## config.mk

```make
export PLATFORM = sky130hd
export DESIGN_NAME = bzcr_regs
export DESIGN_NICKNAME = d
export VERILOG_FILES = /design/src/hdl/bzcr_pkg.sv /design/src/hdl/bzcr_regs.sv
export SDC_FILE = /design/constraint.sdc
export NUM_CORES = 1
export LEC_CHECK = 0
export BUFFER_PORTS_ARGS = -buffer_cell sky130_fd_sc_hd__buf_2
export CORE_ASPECT_RATIO = 1.5
export CORE_UTILIZATION = 49
export CTS_CLUSTER_SIZE = 20
export DETAILED_ROUTE_END_ITERATION = 6
export GPL_TIMING_DRIVEN = 0
export PLACE_DENSITY = 0.78
export SLEW_MARGIN = 0
export SYNTH_ARGS = -nofsm -noshare
export SYNTH_HDL_FRONTEND = slang
export SYNTH_SLANG_ARGS = --single-unit
export TNS_END_PERCENT = 50
```

## constraint.sdc

```tcl
create_clock -name hclk -period 2.6 [get_ports hclk]
set_input_delay 0.13 -clock hclk [delete_from_list [all_inputs] [get_ports hclk]]
set_output_delay 0.13 -clock hclk [all_outputs]
set_load 0.1 [all_outputs]
```

## src/hdl/bzcr_pkg.sv

```systemverilog
// Purpose: Constants for the bioimpedance configuration and range registers
// Assumes: 200 MHz hclk, AHB-Lite word registers at four times the index
// Notes: Index 0x25 and 0x50 to 0x51 hold bits that have no printed home
package bzcr_pkg;
  // Register indices; byte address is four times the index
  localparam logic [7:0] IDX_DRIVE_CFG = 8'h25;
  localparam logic [7:0] IDX_UNDER_THR = 8'h26;
  localparam logic [7:0] IDX_OVER_THR = 8'h27;
  localparam logic [7:0] IDX_RX_CFG = 8'h28;
  localparam logic [7:0] IDX_MUX_CFG = 8'h41;
  localparam logic [7:0] IDX_RES_ERR = 8'h44;
  localparam logic [7:0] IDX_MODE_CTRL = 8'h50;
  localparam logic [7:0] IDX_RANGE_STAT = 8'h51;
  // Reset values
  localparam logic [7:0] RST_DRIVE_CFG = 8'h00;
  localparam logic [7:0] RST_UNDER_THR = 8'h00;
  localparam logic [7:0] RST_OVER_THR = 8'hff;
  localparam logic [7:0] RST_RX_CFG = 8'h00;
  localparam logic [7:0] RST_MUX_CFG = 8'h00;
  localparam logic [7:0] RST_MODE_CTRL = 8'h00;
  // Drive configuration fields
  localparam int DRV_RESET_BIT = 5;
  localparam int DAC_RESET_BIT = 4;
  localparam int STRENGTH_LSB = 2;
  localparam int BANDWIDTH_LSB = 0;
  // Receive configuration fields
  localparam int STBYON_BIT = 4;
  localparam int QPHASE_BIT = 3;
  localparam int IPHASE_BIT = 2;
  localparam int INACHOP_BIT = 1;
  localparam int CHFSEL_BIT = 0;
  localparam logic [7:0] RX_CFG_MASK = 8'h1f;
  // Mux configuration fields
  localparam int LOADSEL_LSB = 6;
  localparam int SELFTEST_BIT = 5;
  localparam int CALONLY_BIT = 2;
  localparam int MUXEN_BIT = 1;
  localparam int CALEN_BIT = 0;
  localparam logic [7:0] MUX_CFG_MASK = 8'he7;
  // Mode control fields
  localparam int DRVMODE_LSB = 0;
  localparam int CMPSEL_BIT = 2;
  localparam logic [7:0] MODE_CTRL_MASK = 8'h07;
  localparam logic [1:0] DRV_MODE_STANDBY = 2'h3;
  // Threshold scaling as left shifts
  localparam int UNDER_SHIFT = 5;
  localparam int OVER_SHIFT = 11;
  localparam int SAMPLE_W = 20;
  // Persistence time of the range detector
  localparam int RANGE_TIME_MS = 128;
  localparam int CLK_MHZ = 200;
  localparam int RANGE_CYCLES = RANGE_TIME_MS * 1000 * CLK_MHZ;
  // AHB transfer type bit for an active transfer
  localparam int HTRANS_ACTIVE_BIT = 1;
endpackage : bzcr_pkg

```

## src/hdl/bzcr_regs.sv

```systemverilog
// Purpose: Bioimpedance front-end configuration and range detector registers
// Assumes: One hclk domain; measurement samples arrive on hclk with a strobe
// Notes: Zero wait state AHB-Lite slave, always OKAY
//
// Behaviour
// - Drive reset disables DAC, shorts feedback
// - DAC reset forces DAC output to zero
// - Strength field selects drive output stage
// - Bandwidth field selects drive amplifier bandwidth
// - Under-range after 128ms within 32x threshold
// - Over-range after 128ms outside 2048x threshold
// - Standby without standby-on disables receive path
// - Quadrature demod clock quadrature unless bit set
// - In-phase demod clock in phase unless set
// - Input amp chop at half converter clock
// - Gain chop divides by 8 or 4
// - Load select picks four self-test resistors
// - Self-test enable connects internal load
// - Factory resistor error readable at 0x44
// - Mux enable low disconnects all pins
// - Calibration-only with calibration enable leaves just calibration pins
//
// Local design decision: the AHB-Lite register port.
`timescale 1ns/10ps
module bzcr_regs #(
  parameter int RANGE_LIMIT = bzcr_pkg::RANGE_CYCLES,
  parameter int TIMER_W = 25
) (
  // Clock and reset
  input wire logic hclk,
  input wire logic hresetn,
  // AHB-Lite slave
  input wire logic hsel,
  input wire logic [31:0] haddr,
  input wire logic [1:0] htrans,
  input wire logic hwrite,
  input wire logic [2:0] hsize,
  input wire logic [31:0] hwdata,
  input wire logic hready,
  output logic hreadyout,
  output logic [31:0] hrdata,
  output logic hresp,
  // Measurement samples
  input wire logic sample_valid,
  input wire logic signed [bzcr_pkg::SAMPLE_W-1:0] sample_i,
  input wire logic signed [bzcr_pkg::SAMPLE_W-1:0] sample_q,
  // Factory trim
  input wire logic [7:0] selftest_resistor_error,
  // Transmit controls
  output logic dac_enable,
  output logic drive_fb_short,
  output logic dac_zero,
  output logic [1:0] drive_amp_strength,
  output logic [1:0] drive_amp_bandwidth,
  output logic [1:0] transmit_drive_mode,
  // Receive controls
  output logic receive_enable,
  output logic quad_demod_inphase,
  output logic inphase_demod_quad,
  output logic input_amp_chop_enable,
  output logic gain_chop_div4,
  // Self-test and mux controls
  output logic [1:0] selftest_load_select,
  output logic selftest_load_connect,
  output logic electrode_connect,
  output logic calibration_connect,
  // Range status
  output logic under_range_flag,
  output logic over_range_flag
);
  import bzcr_pkg::*;

  logic [7:0] drive_cfg;
  logic [7:0] under_range_threshold;
  logic [7:0] over_range_threshold;
  logic [7:0] receive_phase_chop_config;
  logic [7:0] selftest_mux_config;
  logic [7:0] mode_ctrl;
  logic dp_write;
  logic [7:0] dp_index;
  logic addr_valid;
  logic [7:0] addr_index;
  logic [8:0] addr_map;
  logic [7:0] next_rdata;
  logic [SAMPLE_W-1:0] sample_mag;
  logic under_hold;
  logic over_hold;
  logic [TIMER_W-1:0] under_timer;
  logic [TIMER_W-1:0] over_timer;

  // Magnitude of a signed sample; the most negative value still fits
  function automatic logic [SAMPLE_W-1:0] mag_of(input logic signed [SAMPLE_W-1:0] v);
    mag_of = v[SAMPLE_W-1] ? SAMPLE_W'(-v) : SAMPLE_W'(v);
  endfunction

  // Word index of a byte address, off-word addresses flagged unmapped
  function automatic logic [8:0] index_of(input logic [31:0] a);
    index_of = (a[31:10] == 22'h0 && a[1:0] == 2'h0) ? {1'b1, a[9:2]} : 9'h0;
  endfunction

  ////////////////////////////////////////////////////////////////////////
  // AHB-Lite slave
  ////////////////////////////////////////////////////////////////////////

  // Never stalls and never errors
  assign hreadyout = 1'b1;
  assign hresp = 1'b0;
  assign addr_valid = hsel && hready && htrans[HTRANS_ACTIVE_BIT];
  // Word decode kept in one net so both phases see the same map
  assign addr_map = index_of(haddr);
  assign addr_index = addr_map[7:0];

  // Address phase capture for the write data phase
  always_ff @(posedge hclk or negedge hresetn)
  begin
    if (!hresetn)
    begin
      dp_write <= 1'b0;
      dp_index <= 8'h00;
    end
    else if (hready)
    begin
      dp_write <= addr_valid && hwrite && addr_map[8];
      dp_index <= addr_index;
    end
  end

  // Read mux; unmapped and reserved bits read as zero
  always_comb
  begin
    next_rdata = 8'h00;
    unique case (addr_index)
      IDX_DRIVE_CFG: next_rdata = drive_cfg;
      IDX_UNDER_THR: next_rdata = under_range_threshold;
      IDX_OVER_THR: next_rdata = over_range_threshold;
      IDX_RX_CFG: next_rdata = receive_phase_chop_config;
      IDX_MUX_CFG: next_rdata = selftest_mux_config;
      IDX_RES_ERR: next_rdata = selftest_resistor_error;
      IDX_MODE_CTRL: next_rdata = mode_ctrl;
      IDX_RANGE_STAT: next_rdata = {6'h00, over_range_flag, under_range_flag};
      default: next_rdata = 8'h00;
    endcase
  end

  // Read data is loaded at the address phase so it stands in the data phase
  always_ff @(posedge hclk or negedge hresetn)
  begin
    if (!hresetn)
      hrdata <= 32'h0000_0000;
    else if (addr_valid && !hwrite && addr_map[8])
      hrdata <= {24'h00_0000, next_rdata};
    else if (hready)
      hrdata <= 32'h0000_0000;
  end

  // Register writes in the data phase; read-only indices ignore writes
  always_ff @(posedge hclk or negedge hresetn)
  begin
    if (!hresetn)
    begin
      drive_cfg <= RST_DRIVE_CFG;
      under_range_threshold <= RST_UNDER_THR;
      over_range_threshold <= RST_OVER_THR;
      receive_phase_chop_config <= RST_RX_CFG;
      selftest_mux_config <= RST_MUX_CFG;
      mode_ctrl <= RST_MODE_CTRL;
    end
    else if (dp_write)
    begin
      unique case (dp_index)
        IDX_DRIVE_CFG: drive_cfg <= hwdata[7:0] & 8'h3f;
        IDX_UNDER_THR: under_range_threshold <= hwdata[7:0];
        IDX_OVER_THR: over_range_threshold <= hwdata[7:0];
        IDX_RX_CFG: receive_phase_chop_config <= hwdata[7:0] & RX_CFG_MASK;
        IDX_MUX_CFG: selftest_mux_config <= hwdata[7:0] & MUX_CFG_MASK;
        IDX_MODE_CTRL: mode_ctrl <= hwdata[7:0] & MODE_CTRL_MASK;
        default: ;
      endcase
    end
  end

  ////////////////////////////////////////////////////////////////////////
  // Transmit, receive and mux controls
  ////////////////////////////////////////////////////////////////////////

  assign dac_enable = !drive_cfg[DRV_RESET_BIT];
  assign drive_fb_short = drive_cfg[DRV_RESET_BIT];
  assign dac_zero = drive_cfg[DAC_RESET_BIT];
  // strength select; software keeps it matched to current range
  assign drive_amp_strength = drive_cfg[STRENGTH_LSB +: 2];
  assign drive_amp_bandwidth = drive_cfg[BANDWIDTH_LSB +: 2];
  assign transmit_drive_mode = mode_ctrl[DRVMODE_LSB +: 2];

  assign receive_enable = (transmit_drive_mode != DRV_MODE_STANDBY)
    || receive_phase_chop_config[STBYON_BIT];
  assign quad_demod_inphase = receive_phase_chop_config[QPHASE_BIT];
  assign inphase_demod_quad = receive_phase_chop_config[IPHASE_BIT];
  assign input_amp_chop_enable = receive_phase_chop_config[INACHOP_BIT];
  assign gain_chop_div4 = receive_phase_chop_config[CHFSEL_BIT];

  assign selftest_load_select = selftest_mux_config[LOADSEL_LSB +: 2];
  assign selftest_load_connect = selftest_mux_config[SELFTEST_BIT];
  // mux enable gates all pins; calibration-only drops electrodes when calibration enable is set
  assign electrode_connect = selftest_mux_config[MUXEN_BIT]
    && !(selftest_mux_config[CALEN_BIT] && selftest_mux_config[CALONLY_BIT]);
  assign calibration_connect = selftest_mux_config[MUXEN_BIT]
    && selftest_mux_config[CALEN_BIT];

  ////////////////////////////////////////////////////////////////////////
  // Range detector
  ////////////////////////////////////////////////////////////////////////

  assign sample_mag = mode_ctrl[CMPSEL_BIT] ? mag_of(sample_q) : mag_of(sample_i);

  // Window tests held until the next sample decides again
  always_ff @(posedge hclk or negedge hresetn)
  begin
    if (!hresetn)
    begin
      under_hold <= 1'b0;
      over_hold <= 1'b0;
    end
    else if (sample_valid)
    begin
      under_hold <= sample_mag <= (SAMPLE_W'(under_range_threshold) << UNDER_SHIFT);
      over_hold <= sample_mag > (SAMPLE_W'(over_range_threshold) << OVER_SHIFT);
    end
  end

  // Duration timers saturate at the limit so the flag stays up
  always_ff @(posedge hclk or negedge hresetn)
  begin
    if (!hresetn)
    begin
      under_timer <= '0;
      over_timer <= '0;
    end
    else
    begin
      if (!under_hold)
        under_timer <= '0;
      else if (under_timer != TIMER_W'(RANGE_LIMIT))
        under_timer <= under_timer + 1'b1;
      if (!over_hold)
        over_timer <= '0;
      else if (over_timer != TIMER_W'(RANGE_LIMIT))
        over_timer <= over_timer + 1'b1;
    end
  end

  // Status follows the persistent condition, clearing when it breaks
  always_ff @(posedge hclk or negedge hresetn)
  begin
    if (!hresetn)
    begin
      under_range_flag <= 1'b0;
      over_range_flag <= 1'b0;
    end
    else
    begin
      under_range_flag <= under_hold && under_timer == TIMER_W'(RANGE_LIMIT);
      over_range_flag <= over_hold && over_timer == TIMER_W'(RANGE_LIMIT);
    end
  end
endmodule // bzcr_regs

```

# Word level (Yosys, flattened, before mapping)
# Cells that the tools add are included.
# totals
register_bits	131
latch_bits	0
ram_bits	0
romBits	0
in_bits	123
output_inout_bits	55
wordCells	78
mem_count	0
# classes
n_addsub	4
mul	0
div	0
order_cmp	2
n_eq_ne	21
shift	0
n_mux	11
bitwise	0
n_reduce_logical	25
# op_table
cell	n
25-bit two-way mux	4
8-bit by 6-bit equality test with 1-bit output, second input constant	8
32-bit two-way mux	2
8-bit case mux with 8 select lines	1
20-bit two-way mux	3
25-bit by 1-bit adder with 25-bit output, second input constant	2
25-bit equality test, second input constant	2
25-bit inequality test, second input constant	2
8-bit by 7-bit equality test with 1-bit output, second input constant	6
20-bit negation	2
22-bit logical NOT	1
20-bit by 19-bit > comparator with 1-bit output	1
20-bit by 13-bit less-or-equal comparator with 1-bit output	1
1-bit logical AND	12
2-bit AND reduction	6
9-bit two-way mux	1
2-bit by 1-bit inequality test with 1-bit output, second input constant	2
1-bit logical NOT	3
2-bit logical NOT	1
2-bit inequality test, second input constant	1
2-bit nonzero test	1
1-bit logical OR	1

# Longest topological paths before layout
# Gate-level depths: netlist of the first run.
# logic_depth
depth_word	6
depth_mapped	16
depth_no_buf	16

# Worst setup path before layout of the first run
# No wires, ideal clock.
# synth_path
path_kind	input port to flip-flop
start	input port sample_q[0] (netlist bit)
end	register under_hold
setup_ns	0.096
arrival_time_ns	3.088
setup_slack_ns	-0.583
path_stages	15
n_path_buf	0
path_cell_list	inv_1 > ha_1 > or3b_2 > o31ai_1 > xnor2_1 > mux2i_1 > inv_1 > ha_1 > nor2b_1 > o21ai_0 > a21oi_1 > o31a_1 > a2bb2oi_1 > or4b_1 > o32ai_2
# synth_between
elab_chain_len	4
# synth_rtl
item	line_no	text
start: declaration	bzcr_regs.sv:46	input wire logic signed [bzcr_pkg::SAMPLE_W-1:0] sample_q,
20-bit negation	bzcr_regs.sv:93	mag_of = v[SAMPLE_W-1] ? SAMPLE_W'(-v) : SAMPLE_W'(v);
20-bit two-way mux *	bzcr_regs.sv:93	
20-bit two-way mux *	bzcr_regs.sv:213	assign sample_mag = mode_ctrl[CMPSEL_BIT] ? mag_of(sample_q) : mag_of(sample_i);
20-bit by 13-bit less-or-equal comparator with 1-bit output *	bzcr_regs.sv:225	under_hold <= sample_mag <= (SAMPLE_W'(under_range_threshold) << UNDER_SHIFT);
end signal: assignment	bzcr_regs.sv:225	
end: declaration	bzcr_regs.sv:86	logic under_hold;
# Mark *: on every way between the ends. The rest lies on a longest branch, timed or not.
# A chain may end at the register's enable or synchronous reset.

# Worst setup path after layout of the first run
# layout_path
start	input port sample_i[2] (netlist bit)
end	register under_hold
# layout_between
elab_chain_len	4
# layout_rtl
item	line_no	text
start: declaration	bzcr_regs.sv:45	input wire logic signed [bzcr_pkg::SAMPLE_W-1:0] sample_i,
20-bit negation	bzcr_regs.sv:93	
20-bit two-way mux *	bzcr_regs.sv:93	
20-bit two-way mux *	bzcr_regs.sv:213	
20-bit by 13-bit less-or-equal comparator with 1-bit output *	bzcr_regs.sv:225	
# Marks and branches as above.

==> flow_summary_export.csv, run 1 <==
group,metric,value,unit
critical_path,r2r-start,"mode_ctrl[2]$_DFFE_PN0P_",
timing,period_share,114,%
cells_and_area,multiInputGateArea,0.00396,mm²
worst_hold_path,worstHoldEndpoint,"under_hold$_DFFE_PN0P_",
grt,grt_usage,25.1,%
placement,io_buffers,121,
synthesis,syn-cell-area,0.00690,mm²
synthesis,netlist_instances,757,
critical_path,crit_buf_inv,1,
grt,grt_pass1_vias,6197,
routing,wire_per_inst,16.4,µm
cells_and_area,diodes,0,
timing,timing.hold.ws,0.0105,ns
worst_hold_path,hold_start,"sample_valid",
placement,placed_cell_area,0.00788,mm²
worst_hold_path,hp-class,"in2reg",
routing,totalWireLength,17.8,mm
timing,worst_pin_slew,1.30,ns
synthesis,yosysUniqueCellTypes,64,
cells_and_area,layout_commonest_cell,"buf_2",
critical_path,crit_type,"in2reg",
synthesis,yosys_warnings,0,
placement,dp_hpwl,13.7,mm
cells_and_area,design_area,0.00837,mm²
critical_path,cpMaxStageDelayCell,"or4_4",
timing,finalHoldViolCount,0,
routing,drc,0,
grt,antenna_found_initial,0,
critical_path,r2r_slack,-0.31,ns
timing,rsz0062_at_grt,"yes",
clocking,cts_root_buffer,"clkbuf_16",
clocking,clkSlewWorstSetupHoldPaths,0.07,ns
status,status,"complete, but fails checks",
floorplan,boundaryPins,178,
placement,dp_cells,1065,
timing,min_period,2.97,ns
floorplan,num_rows,52,
cells_and_area,final_layout_size_suffix_gt1_share,27.7,%
critical_path,cp_slowest_stage_delay,0.59,ns
status,violations,"negative setup slack",
power,p_leak,3.70,nW
power,power.density,467,mW/mm²
routing,drt_iter0_markers,283,
synthesis,synth-main-ff-cell,"dfrtp_1",
routing,via_per_inst,5.67,
floorplan,fp.dieH,147,µm
timing,fin_setup_tns,-0.571,ns
grt,grt_pass1_wl,28.7,mm
critical_path,critPathArrivalTime,3.23,ns
clocking,insertion_delay,0.35,ns
synthesis,synthArstFlopShare,100,%
cells_and_area,seqCellArea,0.00269,mm²
critical_path,crit_chain,"buf_2 > or4_4 > or2_4 > o41ai_4 > xor2_2 > o21ai_2 > ha_1 > nand4_1 > nor2_1 > a2bb2oi_2 > or4b_1 > o32ai_2",
clocking,tritoncts,"done",
critical_path,critPathTopFamily,"simple AND/OR/NAND/NOR gates",
routing,first_pass_iters,5,
cells_and_area,fillers,1219,
critical_path,critPathLaunchType,"input port",
power,peakVddDrop,277,µV
timing,relSlewSlack,12.2,%
power,power,3.91,mW
synthesis,synth_edf_count,0,
cells_and_area,final_cell_mix,"buf_2 (119), dfrtp_1 (99), inv_1 (52)",
timing,fin_skew,0.00733,ns
critical_path,r2r_end,"under_hold$_DFFE_PN0P_",
floorplan,coreArea,0.0136,mm²
routing,vias,6155,
routing,final_antenna_net_count,0,
timing,clock.fmax,337,MHz
floorplan,die-area,0.0146,mm²
timing,drv_slew,0,
clocking,cts_buffer_depth,2,
clocking,cts_max_level,3,
critical_path,cp_max_fo,7,
synthesis,syn_avg_cell_area,9.11,µm²
worst_hold_path,min_delay_path_depth,2,
clocking,clock-sinks,107,
critical_path,r2r_cells,12,
synthesis,ys_ff_latch,107,
cells_and_area,area_growth,21.3,%
timing,setup_violations,2,
timing,timing.final.ws_setup,-0.370,ns
critical_path,endpoint_kind,"register",
grt,grt_remaining_overflow,0,
synthesis,ys_seq_area_share,39.0,%
floorplan,die_w,98.9,µm
clocking,cts_buffers,9,
cells_and_area,fin_nets,1063,
floorplan,start_util,50.7,%
flow_run,maxCapViolCount,0,
placement,place_congestion,0.897,
cells_and_area,finalNonFillerCells,1085,
critical_path,worstPathRequired,2.86,ns
grt,grt_max_degree,69,
==> state kept, by name, summed over array words and instances (netlist names) <==
register                   cells
drive_cfg                      6
selftest_mux_config            6
over_range_threshold           8
over_timer                    25
dp_write                       1
under_timer                   25
dp_index                       8
receive_phase_chop_config      5
under_hold                     1
mode_ctrl                      3
under_range_flag               1
hrdata                         8
under_range_threshold          8
over_hold                      1
over_range_flag                1
==> report_power, final <==
part / leakage [nW] / internal (mW) / switching, mW / total [mW]
clock network: 0.131 / 0.683 / 0.642 / 1.33
registers: 1.39 / 1.70 / 0.0434 / 1.75
logic: 2.18 / 0.276 / 0.560 / 0.836
total: 3.70 / 2.66 / 1.25 / 3.91
==> layer usage <==
layer | global-route usage [%] | share of wire, % | vias up
li1 | - | - | 2948
met1 | 27.3 | 38 | 2971
met2 | 46.4 | 53 | 199
met3 | 3.95 | 5.4 | 37
met4 | 12.5 | 3.6 | 0
met5 | 0 | 0 | -
==> worst register-to-register path: cells and delay by family, from the launching register on <==
family | cells | cell delay [ns]
buf+inv | 3 | 0.44
simple gates | 2 | 0.66
fa+ha+maj | 1 | 0.22
mux | 1 | 0.28
compound gates | 5 | 0.85
flops | 1 | 0.37
==> final cells by class <==
type                            instances  area share (%)
Timing Repair Buffer                  129            8.30
Inverter                               56            2.81
Tap cell                              162            2.42
Clock buffer                           10            2.86
Buffer                                 48            3.59
Sequential cell                       107            32.1
Multi-Input combinational cell        567            47.3
Clock inverter                          6           0.583
==> how the worst max path moves through the flow <==
stage | from | to | depth (start not counted)
6_report | sample_i[2] | under_hold$_DFFE_PN0P_ | 12
2_1_floorplan | sample_q[1] | under_hold$_DFFE_PN0P_ | 15
5_1_grt | sample_i[2] | under_hold$_DFFE_PN0P_ | 12
3_3_place_gp | sample_i[2] | under_hold$_DFFE_PN0P_ | 12
4_1_cts | sample_q[1] | under_hold$_DFFE_PN0P_ | 16
3_5_place_dp | sample_i[2] | under_hold$_DFFE_PN0P_ | 12
==> what timing repair did <==
action / CTS / global route
pin swaps: 13 / 8
hold buffers: 1 / 0
setup endpoints to repair: 2 / 2
buffers inserted: 4 / 1
endpoints found under the hold margin: 39 / 0
gates resized for setup: 16 / 17
==> Yosys cell counts (all sizes together), types with 22 or more instances <==
cell / number / share of area (%)
and2: 23 / 2.1
buf: 31 / 3.3
dfrtp: 99 / 36
ha: 22 / 4.0
inv: 54 / 2.9
mux2: 31 / 5.1
nand2: 50 / 2.7
nand3: 33 / 2.4
nand4: 22 / 2.0
nor2: 49 / 2.7
o21ai: 51 / 3.8
xnor2: 31 / 3.9
xor2: 35 / 4.4
==> through the flow <==
| stage | utilization (%) | worst slack, ns |
|---|---|---|
| after CTS | 60.7 | -0.320 |
| after floorplan | - | -0.399 |
| after detailed placement | 57.9 | -0.914 |
| after global placement | 57.7 | -0.904 |
| final | 61.5 | -0.370 |
| after global routing | 61.5 | -0.468 |
==> kinds of logic after synthesis <==
logic type               count (synthesis)  synth area share, %
XOR/XNOR                                66                 8.38
AND/OR/NAND/NOR                        280                 21.9
multiplexers                            48                 7.53
adder cells (fa/ha/maj)                 22                 3.99
other                                    2                0.109
AO/OA/AOI/OAI                          125                 11.7
flip-flops                             107                 39.0
buffers and inverters                  107                 7.49
Power figures use the tool's default switching activity.
==> run 2: changes to the inputs <==
CORE_UTILIZATION = 54   (was 49)
PLACE_DENSITY = 0.81   (was 0.78)
clock period = 3.4 ns   (was 2.6 ns; I/O delays follow)
==> run 2 against run 1 <==
  * The run now ends clean
  * Count of clock-buffer cells in the layout unchanged
  * Global-route usage is 1.8 points higher
  * First-iteration DRC count rose by 9.9%
  * Core utilization rose by 4.2 points
  * Register-to-register slack improved by 0.54 ns
  * Critical endpoint unchanged
==> flow_summary_export.csv, run 2 (synthesis gave the netlist of run 1 again) <==
group,metric,value,unit
flow_run,maxCapViolCount,0,
routing,wire_per_inst,15.9,µm
floorplan,num_rows,50,
cells_and_area,layout_commonest_cell,"buf_2",
clocking,cts_root_buffer,"clkbuf_16",
timing,drv_slew,0,
cells_and_area,seqCellArea,0.00269,mm²
clocking,clkSlewWorstSetupHoldPaths,0.07,ns
floorplan,start_util,55.4,%
placement,dp_hpwl,13.3,mm
timing,period_share,95.1,%
critical_path,critPathArrivalTime,3.49,ns
power,peakVddDrop,225,µV
floorplan,die_w,94.3,µm
routing,drc,0,
floorplan,die-area,0.0132,mm²
cells_and_area,fin_nets,1061,
routing,totalWireLength,17.2,mm
cells_and_area,top_regs,"over_timer (25), under_timer (25)",
clocking,cts_buffers,9,
critical_path,endpoint_kind,"register",
cells_and_area,final_cell_mix,"buf_2 (121), dfrtp_1 (99), inv_1 (54)",
timing,fin_skew,0.0101,ns
timing,worst_pin_slew,1.30,ns
cells_and_area,fillers,1054,
critical_path,cp_max_fo,5,
clocking,cts_max_level,3,
placement,dp_cells,1059,
clocking,post_cts_buffers,0,
timing,rsz0062_at_grt,"no",
cells_and_area,diodes,0,
placement,place_congestion,0.941,
critical_path,crit_chain,"buf_2 > inv_1 > ha_1 > or3b_4 > o31ai_2 > xnor2_1 > mux2i_1 > inv_1 > ha_1 > nor2b_1 > o21ai_0 > a21oi_1 > o31a_1 > a2bb2oi_1 > or4b_1 > o32ai_2",
cells_and_area,finalNonFillerCells,1077,
timing,finalHoldViolCount,0,
timing,min_period,3.23,ns
worst_hold_path,hp-class,"in2reg",
floorplan,coreArea,0.0124,mm²
critical_path,worstPathRequired,3.66,ns
grt,grt_pass1_wl,27.8,mm
grt,grt_pass1_vias,6070,
critical_path,critPathLaunchType,"input port",
timing,clock.fmax,309,MHz
critical_path,crit_type,"in2reg",
power,power,3.08,mW
cells_and_area,area_growth,18.6,%
placement,io_buffers,121,
critical_path,cp_slowest_stage_delay,0.50,ns
grt,grt_remaining_overflow,0,
power,p_leak,3.67,nW
clocking,cts_buffer_depth,2,
timing,relSlewSlack,12.2,%
clocking,clock-sinks,107,
timing,timing.hold.ws,0.0515,ns
floorplan,fp.dieH,140,µm
status,status,"complete, no violations",
routing,final_antenna_net_count,0,
grt,grt_usage,26.9,%
cells_and_area,final_layout_size_suffix_gt1_share,24.4,%
routing,vias,6122,
floorplan,boundaryPins,178,
clocking,tritoncts,"done",
grt,antenna_found_initial,0,
routing,first_pass_iters,5,
grt,grt_max_degree,60,
routing,via_per_inst,5.68,
timing,setup_violations,0,
clocking,insertion_delay,0.35,ns
cells_and_area,multiInputGateArea,0.00380,mm²
routing,drt_iter0_markers,311,
critical_path,cpMaxStageDelayCell,"or4b_1",
power,power.density,377,mW/mm²
## run 2: cell types whose count changed in the layout (fill, tap and decap cells not counted), sizes merged
| cell | previous run | this run |
|---|---|---|
| clkinvlp | 3 | 0 |
| clkbuf | 29 | 31 |
| clkinv | 4 | 5 |
| buf | 157 | 153 |
| bufinv | 0 | 2 |
## run 2: timing repair
item / 4_1_cts / 5_1_grt
hold buffers: 1 / 0
gates resized for setup: 0 / 7
hold endpoints to repair: 53 / 0
setup endpoints to repair: 0 / 2
## run 2: routing by layer
layer | vias up | share of wire (%) | global-route usage (%)
li1 | 2953 | - | -
met1 | 2879 | 38 | 29.6
met2 | 235 | 52 | 48.8
met3 | 55 | 5.9 | 4.07
met5 | - | 0 | 0
met4 | 0 | 4.1 | 13.4
## run 2: path summary, 6_finish.rpt
path | from | end | slack [ns] | cells past startpoint
setup / recovery | sample_q[0] | under_hold$_DFFE_PN0P_ | 0.17 | 16
hold / removal | sample_valid | under_hold$_DFFE_PN0P_ | 0.05 | 2
setup reg to reg | mode_ctrl[2]$_DFFE_PN0P_ | under_hold$_DFFE_PN0P_ | 0.23 | 12
hold reg to reg | hrdata[3]$_DFFE_PN0P_ | hrdata[3]$_DFFE_PN0P_ | 0.54 | 2
max in group asynchronous | hresetn | over_range_threshold[1]$_DFFE_PN1P_ | 2.22 | 3
min in group asynchronous | hresetn | hrdata[3]$_DFFE_PN0P_ | 0.44 | 2
## run 2: layout make-up
| class | instances | share of cell area, % |
|---|---|---|
| sequential | 107 | 32.8 |
| timing repair buffer | 124 | 7.95 |
| buffer | 51 | 3.75 |
| inverter | 56 | 2.58 |
| clock inverter | 6 | 1.19 |
| clock buffer | 10 | 2.80 |
| tap | 156 | 2.39 |
| multi-input combinational | 567 | 46.5 |
## run 2: report_power, final
group	leakage [nW]	internal, mW	switching, mW
Clock	0.159	0.655	0.485
Sequential	1.39	1.30	0.0317
Combinational	2.12	0.195	0.413
Total	3.67	2.15	0.930
## run 2: stage by stage
stage | utilization (%) | setup TNS (ns) | instance area (µm²) | worst slack [ns]
floorplan | - | 0 | 6990 | 0.177
global placement | 62.6 | -0.352 | 7790 | -0.204
detailed placement | 62.8 | -0.525 | 7820 | -0.304
CTS | 65.5 | 0 | 8160 | 0.0569
global route | 65.7 | 0 | 8180 | 0.0528
finish | 65.7 | 0 | 8180 | 0.166
## run 2: critical path, delay by kind of cell
family                   cells  cell delay (ns)
AO/OA/AOI/OAI                6             1.18
multiplexers                 1             0.23
AND/OR/NAND/NOR              3             1.06
adder cells (fa/ha/maj)      2             0.49
XOR/XNOR                     1             0.10
buffers and inverters        3             0.25
